===== src/include/oaf_defs.vh =====
`ifndef OAF_DEFS_VH
`define OAF_DEFS_VH
// operation codes from the decoder
`define OAF_OP_ADD_FILE 4'h0
`define OAF_OP_ADD_LIT 4'h1
`define OAF_OP_SUB_LIT 4'h2
`define OAF_OP_SUB_FILE 4'h3
`define OAF_OP_ROT_LEFT 4'h4
`define OAF_OP_ROT_RIGHT 4'h5
`define OAF_OP_CLEAR 4'h6
`define OAF_OP_BIT_CLR 4'h7
`define OAF_OP_BIT_SET 4'h8
`define OAF_OP_SWAP 4'h9
`define OAF_OP_MOV_WF 4'ha
`define OAF_OP_MOV_FF 4'hb
`define OAF_OP_AND_FILE 4'hc
`define OAF_OP_IOR_FILE 4'hd
`define OAF_OP_XOR_FILE 4'he
`define OAF_OP_JUMP 4'hf
// special register addresses in the 12-bit data space
`define OAF_ADDR_OPND 12'hfe8
`define OAF_ADDR_INC 12'hfeb
`define OAF_ADDR_DEC 12'hfee
`define OAF_ADDR_FLAGS 12'hff1
`define OAF_ADDR_BANK 12'hff2
`define OAF_ADDR_PTR 12'hff3
`define OAF_ADDR_VIRT_HI 12'hff0
// access bank split and indexed window limit
`define OAF_ACCESS_SPLIT 8'h80
`define OAF_INDEX_MAX 8'h5f
// flag bit positions
`define OAF_FLAG_N 4
`define OAF_FLAG_OV 3
`define OAF_FLAG_Z 2
`define OAF_FLAG_DC 1
`define OAF_FLAG_C 0
// reset values
`define OAF_FLAGS_RST 5'h00
`define OAF_BANK_RST 4'h0
`define OAF_PTR_RST 12'h000
`define OAF_W_RST 8'h00
`endif


===== src/oaf_core.v =====
// Contract
// [RULE1] flag destination: drop result, update flags
// [RULE2] clear on flags sets only zero
// [RULE3] move/bit/swap ops leave flags alone
// [RULE4] upper three flag bits read zero
// [RULE5] negative follows result msb
// [RULE6] overflow on wrong sign change
// [RULE7] zero flag when result is zero
// [RULE8] half carry from bit three
// [RULE9] carry out of msb
// [RULE10] subtract adds two's complement
// [RULE11] rotate loads carry and half carry
// [RULE12] jump carries 20-bit program address
// [RULE13] 8-bit direct address in low byte
// [RULE14] access bit one joins bank select
// [RULE15] access bit zero uses access bank
// [RULE16] full 12-bit address ignores bank
// [RULE17] destination bit picks file or working
// [RULE18] three 12-bit pointer pairs
// [RULE19] operand registers access pointed location
// [RULE20] indirect address ignores bank and access
// [RULE21] indexed offset only with extended set
// [RULE22] post increment and decrement after access
// [RULE23] pointer carry across bytes, no flags
// [RULE24] flags and write-back commit together
`timescale 1ns/1ns
`include "oaf_defs.vh"
`default_nettype none
module oaf_core (
   // clock and reset
   input wire clk_in,
   input wire reset_n_in,
   // decoded instruction
   input wire exec_valid_in,
   input wire [3:0] opcode_in,
   input wire [7:0] file_addr_in,
   input wire access_sel_in,
   input wire dest_sel_in,
   input wire [2:0] bit_sel_in,
   input wire [7:0] literal_in,
   input wire [11:0] src_long_in,
   input wire [11:0] dst_long_in,
   input wire [11:0] jump_high_in,
   input wire extended_set_enable_in,
   // data ram
   input wire [7:0] ram_rdata_in,
   output wire [11:0] ram_raddr_out,
   output wire [11:0] ram_waddr_out,
   output wire [7:0] ram_wdata_out,
   output wire ram_we_out,
   // core state
   output wire [7:0] alu_flags_out,
   output wire [7:0] working_out,
   output reg [19:0] jump_addr_out,
   output reg jump_valid_out
);
   // ----------------------------------------
   // state
   // ----------------------------------------
   reg [4:0] flags_reg;
   reg [3:0] bank_select_reg;
   reg [7:0] w_reg;
   reg [11:0] ptr_reg [0:2];
   wire is_file_to_file_move = (opcode_in == `OAF_OP_MOV_FF);
   wire no_file = (opcode_in == `OAF_OP_ADD_LIT) || (opcode_in == `OAF_OP_SUB_LIT) ||
                  (opcode_in == `OAF_OP_JUMP);
   wire live = exec_valid_in && !no_file;

   // ----------------------------------------
   // direct address forming
   // ----------------------------------------
   reg [11:0] eff_addr;
   wire [11:0] src_raw = is_file_to_file_move ? src_long_in : eff_addr;
   wire [11:0] dst_raw = is_file_to_file_move ? dst_long_in : eff_addr;
   // [RULE13] low byte literal address
   always @*
   begin
      // [RULE14] bank joins address
      if (access_sel_in)
         eff_addr = {bank_select_reg, file_addr_in};
      // [RULE21] indexed window only when enabled
      else if (extended_set_enable_in && file_addr_in <= `OAF_INDEX_MAX)
         eff_addr = ptr_reg[2] + {4'h0, file_addr_in};
      // [RULE15] access bank, bank unused
      else if (file_addr_in >= `OAF_ACCESS_SPLIT)
         eff_addr = {4'hf, file_addr_in};
      else
         eff_addr = {4'h0, file_addr_in};
   end

   // ----------------------------------------
   // indirect operand resolution
   // ----------------------------------------
   reg [11:0] src_res;
   reg [11:0] dst_res;
   reg src_virt;
   reg dst_virt;
   integer i;
   // [RULE19] virtual operands redirect through pointer
   // [RULE20] full pointer is the target
   always @*
   begin
      src_res = src_raw;
      dst_res = dst_raw;
      src_virt = 1'b0;
      dst_virt = 1'b0;
      for (i = 0; i < 3; i = i + 1)
      begin
         if (src_raw == `OAF_ADDR_OPND + i[11:0] || src_raw == `OAF_ADDR_INC + i[11:0] ||
             src_raw == `OAF_ADDR_DEC + i[11:0])
         begin
            src_res = ptr_reg[i];
            src_virt = 1'b1;
         end
         if (dst_raw == `OAF_ADDR_OPND + i[11:0] || dst_raw == `OAF_ADDR_INC + i[11:0] ||
             dst_raw == `OAF_ADDR_DEC + i[11:0])
         begin
            dst_res = ptr_reg[i];
            dst_virt = 1'b1;
         end
      end
   end
   // a pointer aimed at another virtual operand reads zero, writes nothing
   wire src_void = src_virt && src_res >= `OAF_ADDR_OPND && src_res <= `OAF_ADDR_VIRT_HI;
   wire dst_void = dst_virt && dst_res >= `OAF_ADDR_OPND && dst_res <= `OAF_ADDR_VIRT_HI;

   // ----------------------------------------
   // operand read
   // ----------------------------------------
   reg [7:0] f_val;
   integer j;
   // [RULE4] unimplemented flag bits read zero
   always @*
   begin
      f_val = ram_rdata_in;
      if (src_void)
         f_val = 8'h00;
      else if (src_res == `OAF_ADDR_FLAGS)
         f_val = {3'h0, flags_reg};
      else if (src_res == `OAF_ADDR_BANK)
         f_val = {4'h0, bank_select_reg};
      for (j = 0; j < 3; j = j + 1)
      begin
         if (!src_void && src_res == `OAF_ADDR_PTR + 2 * j[11:0])
            f_val = ptr_reg[j][7:0];
         if (!src_void && src_res == `OAF_ADDR_PTR + 2 * j[11:0] + 12'h001)
            f_val = {4'h0, ptr_reg[j][11:8]};
      end
   end

   // ----------------------------------------
   // alu
   // ----------------------------------------
   reg [7:0] op_a;
   reg [7:0] op_b;
   reg carry_in;
   reg [7:0] result;
   reg [4:0] new_flags;
   reg [4:0] flag_mask;
   reg to_file;
   wire [8:0] sum9 = {1'b0, op_a} + {1'b0, op_b} + {8'h00, carry_in};
   wire [4:0] sum5 = {1'b0, op_a[3:0]} + {1'b0, op_b[3:0]} + {4'h0, carry_in};
   wire [7:0] bit_mask = 8'h01 << bit_sel_in;
   always @*
   begin
      op_a = f_val;
      op_b = w_reg;
      carry_in = 1'b0;
      result = f_val;
      new_flags = flags_reg;
      flag_mask = 5'h00;
      // [RULE17] destination bit chooses file or working
      to_file = dest_sel_in;
      // [RULE10] subtract as add of two's complement
      if (opcode_in == `OAF_OP_SUB_LIT || opcode_in == `OAF_OP_SUB_FILE)
      begin
         op_b = ~w_reg;
         carry_in = 1'b1;
      end
      if (opcode_in == `OAF_OP_ADD_LIT || opcode_in == `OAF_OP_SUB_LIT)
         op_a = literal_in;
      case (opcode_in)
         `OAF_OP_ADD_FILE, `OAF_OP_ADD_LIT, `OAF_OP_SUB_LIT, `OAF_OP_SUB_FILE:
         begin
            result = sum9[7:0];
            flag_mask = 5'h1f;
            // [RULE8] half carry out of bit 3
            new_flags[`OAF_FLAG_DC] = sum5[4];
            // [RULE9] carry out of msb
            new_flags[`OAF_FLAG_C] = sum9[8];
            // [RULE6] signs agree but result flips
            new_flags[`OAF_FLAG_OV] = (op_a[7] == op_b[7]) && (sum9[7] != op_a[7]);
            if (opcode_in == `OAF_OP_ADD_LIT || opcode_in == `OAF_OP_SUB_LIT)
               to_file = 1'b0;
         end
         // [RULE11] rotate through carry
         `OAF_OP_ROT_LEFT:
         begin
            result = {f_val[6:0], flags_reg[`OAF_FLAG_C]};
            flag_mask = 5'h17;
            new_flags[`OAF_FLAG_C] = f_val[7];
            new_flags[`OAF_FLAG_DC] = f_val[3];
         end
         `OAF_OP_ROT_RIGHT:
         begin
            result = {flags_reg[`OAF_FLAG_C], f_val[7:1]};
            flag_mask = 5'h17;
            new_flags[`OAF_FLAG_C] = f_val[0];
            new_flags[`OAF_FLAG_DC] = f_val[4];
         end
         // [RULE2] clear touches only zero
         `OAF_OP_CLEAR:
         begin
            result = 8'h00;
            flag_mask = 5'h04;
            to_file = 1'b1;
         end
         // [RULE3] no flag mask for these
         `OAF_OP_BIT_CLR:
         begin
            result = f_val & ~bit_mask;
            to_file = 1'b1;
         end
         `OAF_OP_BIT_SET:
         begin
            result = f_val | bit_mask;
            to_file = 1'b1;
         end
         `OAF_OP_SWAP:
            result = {f_val[3:0], f_val[7:4]};
         `OAF_OP_MOV_WF:
         begin
            result = w_reg;
            to_file = 1'b1;
         end
         // [RULE16] long address, bank ignored
         `OAF_OP_MOV_FF:
            to_file = 1'b1;
         `OAF_OP_AND_FILE, `OAF_OP_IOR_FILE, `OAF_OP_XOR_FILE:
         begin
            flag_mask = 5'h14;
            if (opcode_in == `OAF_OP_AND_FILE)
               result = f_val & w_reg;
            else if (opcode_in == `OAF_OP_IOR_FILE)
               result = f_val | w_reg;
            else
               result = f_val ^ w_reg;
         end
         default:
            to_file = 1'b0;
      endcase
      // [RULE5] negative from result msb
      new_flags[`OAF_FLAG_N] = result[7];
      // [RULE7] zero when result is zero
      new_flags[`OAF_FLAG_Z] = (result == 8'h00);
      if (opcode_in == `OAF_OP_CLEAR)
         new_flags[`OAF_FLAG_Z] = 1'b1;
   end

   // ----------------------------------------
   // write-back steering
   // ----------------------------------------
   wire file_wr = live && to_file && !dst_void;
   // [RULE1] flag-affecting op on flags drops result
   wire flag_dst = file_wr && dst_res == `OAF_ADDR_FLAGS;
   wire result_wr = file_wr && !(flag_dst && flag_mask != 5'h00);
   wire w_wr = exec_valid_in && !to_file && opcode_in != `OAF_OP_JUMP;
   wire sfr_dst = dst_res >= `OAF_ADDR_FLAGS && dst_res <= `OAF_ADDR_PTR + 12'h005;
   assign ram_raddr_out = src_res;
   assign ram_waddr_out = dst_res;
   assign ram_wdata_out = result;
   assign ram_we_out = result_wr && !sfr_dst;
   assign alu_flags_out = {3'h0, flags_reg};
   assign working_out = w_reg;

   // ----------------------------------------
   // flags, bank, working register
   // ----------------------------------------
   // [RULE24] all results commit on the same edge
   always @(posedge clk_in)
   begin
      if (!reset_n_in)
      begin
         flags_reg <= `OAF_FLAGS_RST;
         bank_select_reg <= `OAF_BANK_RST;
         w_reg <= `OAF_W_RST;
         jump_addr_out <= 20'h00000;
         jump_valid_out <= 1'b0;
      end
      else
      begin
         if (result_wr && dst_res == `OAF_ADDR_FLAGS)
            flags_reg <= result[4:0];
         else if (exec_valid_in)
            flags_reg <= (flags_reg & ~flag_mask) | (new_flags & flag_mask);
         if (result_wr && dst_res == `OAF_ADDR_BANK)
            bank_select_reg <= result[3:0];
         if (w_wr)
            w_reg <= result;
         // [RULE12] 20-bit jump target from instruction
         jump_valid_out <= exec_valid_in && opcode_in == `OAF_OP_JUMP;
         if (exec_valid_in && opcode_in == `OAF_OP_JUMP)
            jump_addr_out <= {jump_high_in, literal_in};
      end
   end

   // ----------------------------------------
   // pointer pairs
   // ----------------------------------------
   genvar g;
   generate
      for (g = 0; g < 3; g = g + 1)
      begin : ptr_gen
         wire hit_inc = live && (src_raw == `OAF_ADDR_INC + g || dst_raw == `OAF_ADDR_INC + g);
         wire hit_dec = live && (src_raw == `OAF_ADDR_DEC + g || dst_raw == `OAF_ADDR_DEC + g);
         wire wr_lo = result_wr && dst_res == `OAF_ADDR_PTR + 2 * g;
         wire wr_hi = result_wr && dst_res == `OAF_ADDR_PTR + 2 * g + 1;
         // [RULE18] 12-bit pointer, upper high bits unused
         // direct writes win over the auto step so a stored value stays put
         always @(posedge clk_in)
         begin
            if (!reset_n_in)
               ptr_reg[g] <= `OAF_PTR_RST;
            else if (wr_lo)
               ptr_reg[g] <= {ptr_reg[g][11:8], result};
            else if (wr_hi)
               ptr_reg[g] <= {result[3:0], ptr_reg[g][7:0]};
            // [RULE22] step after the access
            // [RULE23] whole 12-bit carry, flags untouched
            else if (hit_inc)
               ptr_reg[g] <= ptr_reg[g] + 12'h001;
            else if (hit_dec)
               ptr_reg[g] <= ptr_reg[g] - 12'h001;
         end
      end
   endgenerate
endmodule
`default_nettype wire


===== config.mk =====
export PLATFORM = sky130hd
export DESIGN_NAME = oaf_core
export DESIGN_NICKNAME = d
export VERILOG_FILES = /design/src/oaf_core.v
export VERILOG_INCLUDE_DIRS = /design/src /design/src/include
export SDC_FILE = /design/constraint.sdc
export NUM_CORES = 1
export LEC_CHECK = 0
export ABC_CLOCK_PERIOD_IN_PS = 6550
export BUFFER_PORTS_ARGS = -buffer_cell sky130_fd_sc_hd__buf_2
export CORE_ASPECT_RATIO = 1.4
export CORE_MARGIN = 2
export CORE_UTILIZATION = 29
export CTS_CLUSTER_DIAMETER = 100
export CTS_CLUSTER_SIZE = 10
export DETAILED_ROUTE_END_ITERATION = 10
export GPL_ROUTABILITY_DRIVEN = 0
export SLEW_MARGIN = 20
export SYNTH_ARGS = -nofsm -noshare
export SYNTH_HDL_FRONTEND = slang
export SYNTH_SLANG_ARGS = --single-unit

===== constraint.sdc =====
create_clock -name clk_in -period 6.55 [get_ports clk_in]
set_input_delay 0.3275 -clock clk_in [delete_from_list [all_inputs] [get_ports clk_in]]
set_output_delay 0.3275 -clock clk_in [all_outputs]
set_load 0.02 [all_outputs]

==> impl_metrics.xml <==
<?xml version="1.0" encoding="UTF-8"?>
<metrics>
  <group name="clocking">
    <metric name="cts_sinks" unit="">74</metric>
    <metric name="insertion_delay" unit="ps">380</metric>
    <metric name="tritoncts" unit="">done</metric>
    <metric name="clkTransAtPathRegs" unit="ps">60</metric>
    <metric name="numCtsBuffers" unit="">9</metric>
    <metric name="cts.path.max_buffers" unit="">2</metric>
    <metric name="number_of_levels_the_h_tree_was_split_into" unit="">3</metric>
    <metric name="cts_root_buf" unit="">sky130_fd_sc_hd__clkbuf_16</metric>
  </group>
  <group name="sta">
    <metric name="min_period_over_period" unit="">1.10</metric>
    <metric name="whs" unit="ps">200</metric>
    <metric name="finalHoldViolations" unit="">0</metric>
    <metric name="maxSlewViolCount" unit="">0</metric>
    <metric name="worst-slew-pin-transition" unit="ps">1150</metric>
    <metric name="fin_skew" unit="ps">10.2</metric>
    <metric name="fmaxAchievable" unit="GHz">0.139</metric>
    <metric name="maxSlewHeadroom" unit="">0.229</metric>
    <metric name="grt_setup_unrepaired" unit="">yes</metric>
    <metric name="finalCriticalPeriod" unit="ps">7190</metric>
    <metric name="setup_viol" unit="">39</metric>
    <metric name="final_setup_margin" unit="ps">-637</metric>
    <metric name="totalNegativeSetupSlack" unit="ps">-8970</metric>
  </group>
  <group name="global_routing">
    <metric name="grt_pass1_vias" unit="">12979</metric>
    <metric name="grt_pass1_wl" unit="mm">74.7</metric>
    <metric name="grt.total_usage" unit="">0.265</metric>
    <metric name="initial_antenna_violation_count" unit="">0</metric>
    <metric name="globalRoute.totalOverflow" unit="">0</metric>
    <metric name="largest_net_degree_at_the_start_of_global_routing" unit="">46</metric>
  </group>
  <group name="yosys">
    <metric name="dominantRegCellSynth" unit="">sky130_fd_sc_hd__dfxtp_1</metric>
    <metric name="post_synth_inst_count" unit="">1407</metric>
    <metric name="synth.avg_cell_area" unit="um2">7.22</metric>
    <metric name="synth_async_sr_flop_share" unit="">0</metric>
    <metric name="synth_seq_area_share" unit="">0.181</metric>
    <metric name="synth-edff-count" unit="">36</metric>
    <metric name="ys.warnings.count" unit="">0</metric>
    <metric name="synthDistinctLibCells" unit="">114</metric>
    <metric name="summed_instance_area_of_the_synthesized_netlist" unit="um2">10200</metric>
    <metric name="ys_seq_elements" unit="">74</metric>
  </group>
  <group name="route">
    <metric name="routed_via_density" unit="">6.02</metric>
    <metric name="post-route-drc-count" unit="">0</metric>
    <metric name="dr_total_vias" unit="">13675</metric>
    <metric name="drtPass1Iterations" unit="">10</metric>
    <metric name="antenna_left" unit="">0</metric>
    <metric name="route.detailed.wl_per_inst" unit="um">22.0</metric>
    <metric name="detail_route.iter0.violations" unit="">1570</metric>
    <metric name="finalWirelength" unit="mm">49.9</metric>
  </group>
  <group name="layout">
    <metric name="area_used_by_multi_input_combinational_logic" unit="um2">8440</metric>
    <metric name="design.final.nets" unit="">1923</metric>
    <metric name="largest_reg_flops" unit="">36</metric>
    <metric name="drive_above_1_share" unit="">0.390</metric>
    <metric name="area_delta_synth_final" unit="%">47.6</metric>
    <metric name="num_antenna_cells" unit="">0</metric>
    <metric name="mostFrequentLayoutCell" unit="">sky130_fd_sc_hd__buf_4</metric>
    <metric name="mostFrequentLayoutCells" unit="">sky130_fd_sc_hd__buf_4, sky130_fd_sc_hd__nand2_1, sky130_fd_sc_hd__buf_2</metric>
    <metric name="instances_no_fill" unit="">2272</metric>
    <metric name="ff_latch_area" unit="um2">1840</metric>
    <metric name="fillCellCount" unit="">3451</metric>
  </group>
  <group name="power_and_ir_drop">
    <metric name="p_leak" unit="nW">6.28</metric>
    <metric name="power-per-cell-area" unit="nW/um2">145</metric>
    <metric name="vdd_ir_drop_max" unit="mV">0.170</metric>
    <metric name="totalPowerFinal" unit="mW">2.18</metric>
  </group>
  <group name="status">
    <metric name="outcome" unit="">finished with violations</metric>
    <metric name="failing_checks" unit="">negative setup slack</metric>
  </group>
  <group name="min_path">
    <metric name="min_path_type" unit="">input port to flip-flop</metric>
  </group>
  <group name="die">
    <metric name="core.rowCount" unit="">81</metric>
    <metric name="die_y" unit="um">225</metric>
    <metric name="floorplan.core_area" unit="um2">34800</metric>
    <metric name="dieWidth" unit="um">162</metric>
    <metric name="ios" unit="">143</metric>
    <metric name="floorplan.die_area" unit="um2">36600</metric>
    <metric name="initial_utilization" unit="">0.292</metric>
  </group>
  <group name="worst_setup_path">
    <metric name="worst_setup_path_start_kind" unit="">flip-flop</metric>
    <metric name="critPathBufInv" unit="">7</metric>
    <metric name="critical_path.top_delay_family" unit="">compound AO/OA/AOI/OAI gates</metric>
    <metric name="critical-path-slowest-cell" unit="">sky130_fd_sc_hd__edfxtp_1</metric>
    <metric name="cp_data_required_time" unit="ps">6220</metric>
    <metric name="cp_max_fo" unit="">4</metric>
    <metric name="critPathArrivalTime" unit="ps">6860</metric>
    <metric name="critPathKind" unit="">flip-flop to primary output</metric>
    <metric name="crit_path_max_incr_delay" unit="ps">460</metric>
    <metric name="crit_path_end_kind" unit="">primary output</metric>
  </group>
  <group name="place">
    <metric name="hpwl" unit="mm">37.5</metric>
    <metric name="place.port_buffers" unit="">139</metric>
    <metric name="dp_cells" unit="">2188</metric>
    <metric name="place_worst_setup_slack" unit="ps">-416</metric>
  </group>
  <group name="flow_run">
    <metric name="drv.max_cap_violation_count" unit="">0</metric>
  </group>
</metrics>
## worst paths after layout
path | depth (start not counted) | to | from | slack (ps)
worst max-delay path | 32 | ram_wdata_out[6] | ptr_reg[2][0] | -640
worst max register to register | 35 | flip-flop | ptr_reg[2][0] | -520
worst min-delay path | 3 | jump_addr_out[14] | jump_high_in[6] | 200
worst min register to register | 2 | jump_addr_out[15] | jump_addr_out[15] | 460
## worst min-delay path, cell delays in order
cell and delay (ps):
sky130_fd_sc_hd__buf_2 90, sky130_fd_sc_hd__nand2_1 40, sky130_fd_sc_hd__a21boi_0 60
## cell families (layout without fill, tap and decap cells)
logic type | count (synthesis) | in the layout | synth area share
compound gates | 537 | 537 | 0.382
xor+xnor | 34 | 34 | 0.0293
other cells | 1 | 3 | 0.000369
mux | 19 | 19 | 0.0191
fa+ha+maj | 40 | 40 | 0.0509
flops | 74 | 74 | 0.181
buf+inv | 169 | 575 | 0.0748
simple gates | 533 | 534 | 0.263
## Yosys cell counts, drive strengths merged (6+ instances only)
cell type,n,share of area
a21oi,92,0.048
o21ai,123,0.061
o41ai,6,0.0070
nand2b,10,0.0062
buf,40,0.027
o22a,7,0.0060
nor3,47,0.025
a21o,22,0.016
or2,9,0.0055
dfxtp,38,0.075
a22oi,12,0.011
a31oi,22,0.017
clkbuf,56,0.021
o2bb2ai,6,0.0058
a22o,6,0.0052
ha,37,0.046
a21boi,31,0.024
a221oi,13,0.012
o21a,16,0.012
nand2,177,0.066
edfxtp,36,0.11
a211oi,18,0.014
nor2,106,0.041
xnor2,29,0.025
o211a,7,0.0069
mux2i,16,0.016
a2bb2oi,6,0.0058
o22ai,38,0.023
o2111ai,7,0.0084
nand3,48,0.024
nand4,14,0.0086
a32oi,6,0.0052
o32ai,9,0.010
and3,25,0.016
nor2b,12,0.0074
and2,23,0.015
a221o,6,0.0059
o211ai,12,0.012
inv,73,0.027
nor4,15,0.012
o31ai,8,0.0069
or3,19,0.012
o221ai,21,0.018
a211o,6,0.0052
## layout make-up
cell class / instances / share of cell area
clock buffers: 10 / 0.0159
clock inverters: 6 / 0.00259
inverters: 73 / 0.0188
multi-input cells: 1167 / 0.563
flip-flops and latches: 74 / 0.123
well taps: 456 / 0.0381
repair buffers: 486 / 0.239
## metal layers
| layer | vias up | track usage | share of wire |
|---|---|---|---|
| li1 | 6120 | - | - |
| met1 | 6395 | 0.304 | 0.37 |
| met2 | 905 | 0.440 | 0.46 |
| met3 | 255 | 0.0445 | 0.088 |
| met4 | 0 | 0.202 | 0.083 |
| met5 | - | 0 | 0 |
## repair_timing
item	4_1_cts	5_1_grt
pin swaps	60	37
gates resized for setup	134	89
hold buffers	0	0
buffers inserted	53	30
cloned	1	0
endpoints found under the setup margin	49	81
## power by group
group / total [mW] / internal, mW / switching [mW]
clock network: 0.495 / 0.267 / 0.228
logic: 1.14 / 0.517 / 0.625
registers: 0.542 / 0.504 / 0.0383
total: 2.18 / 1.29 / 0.891
## per-stage QoR
step,util,area [um2]
3_5_place_dp,0.381,13300
5_1_grt,0.431,15000
6_report,0.431,15000
2_1_floorplan,-,10400
3_3_place_gp,0.381,13300
4_1_cts,0.416,14500
(Power assumes the default switching activity.)
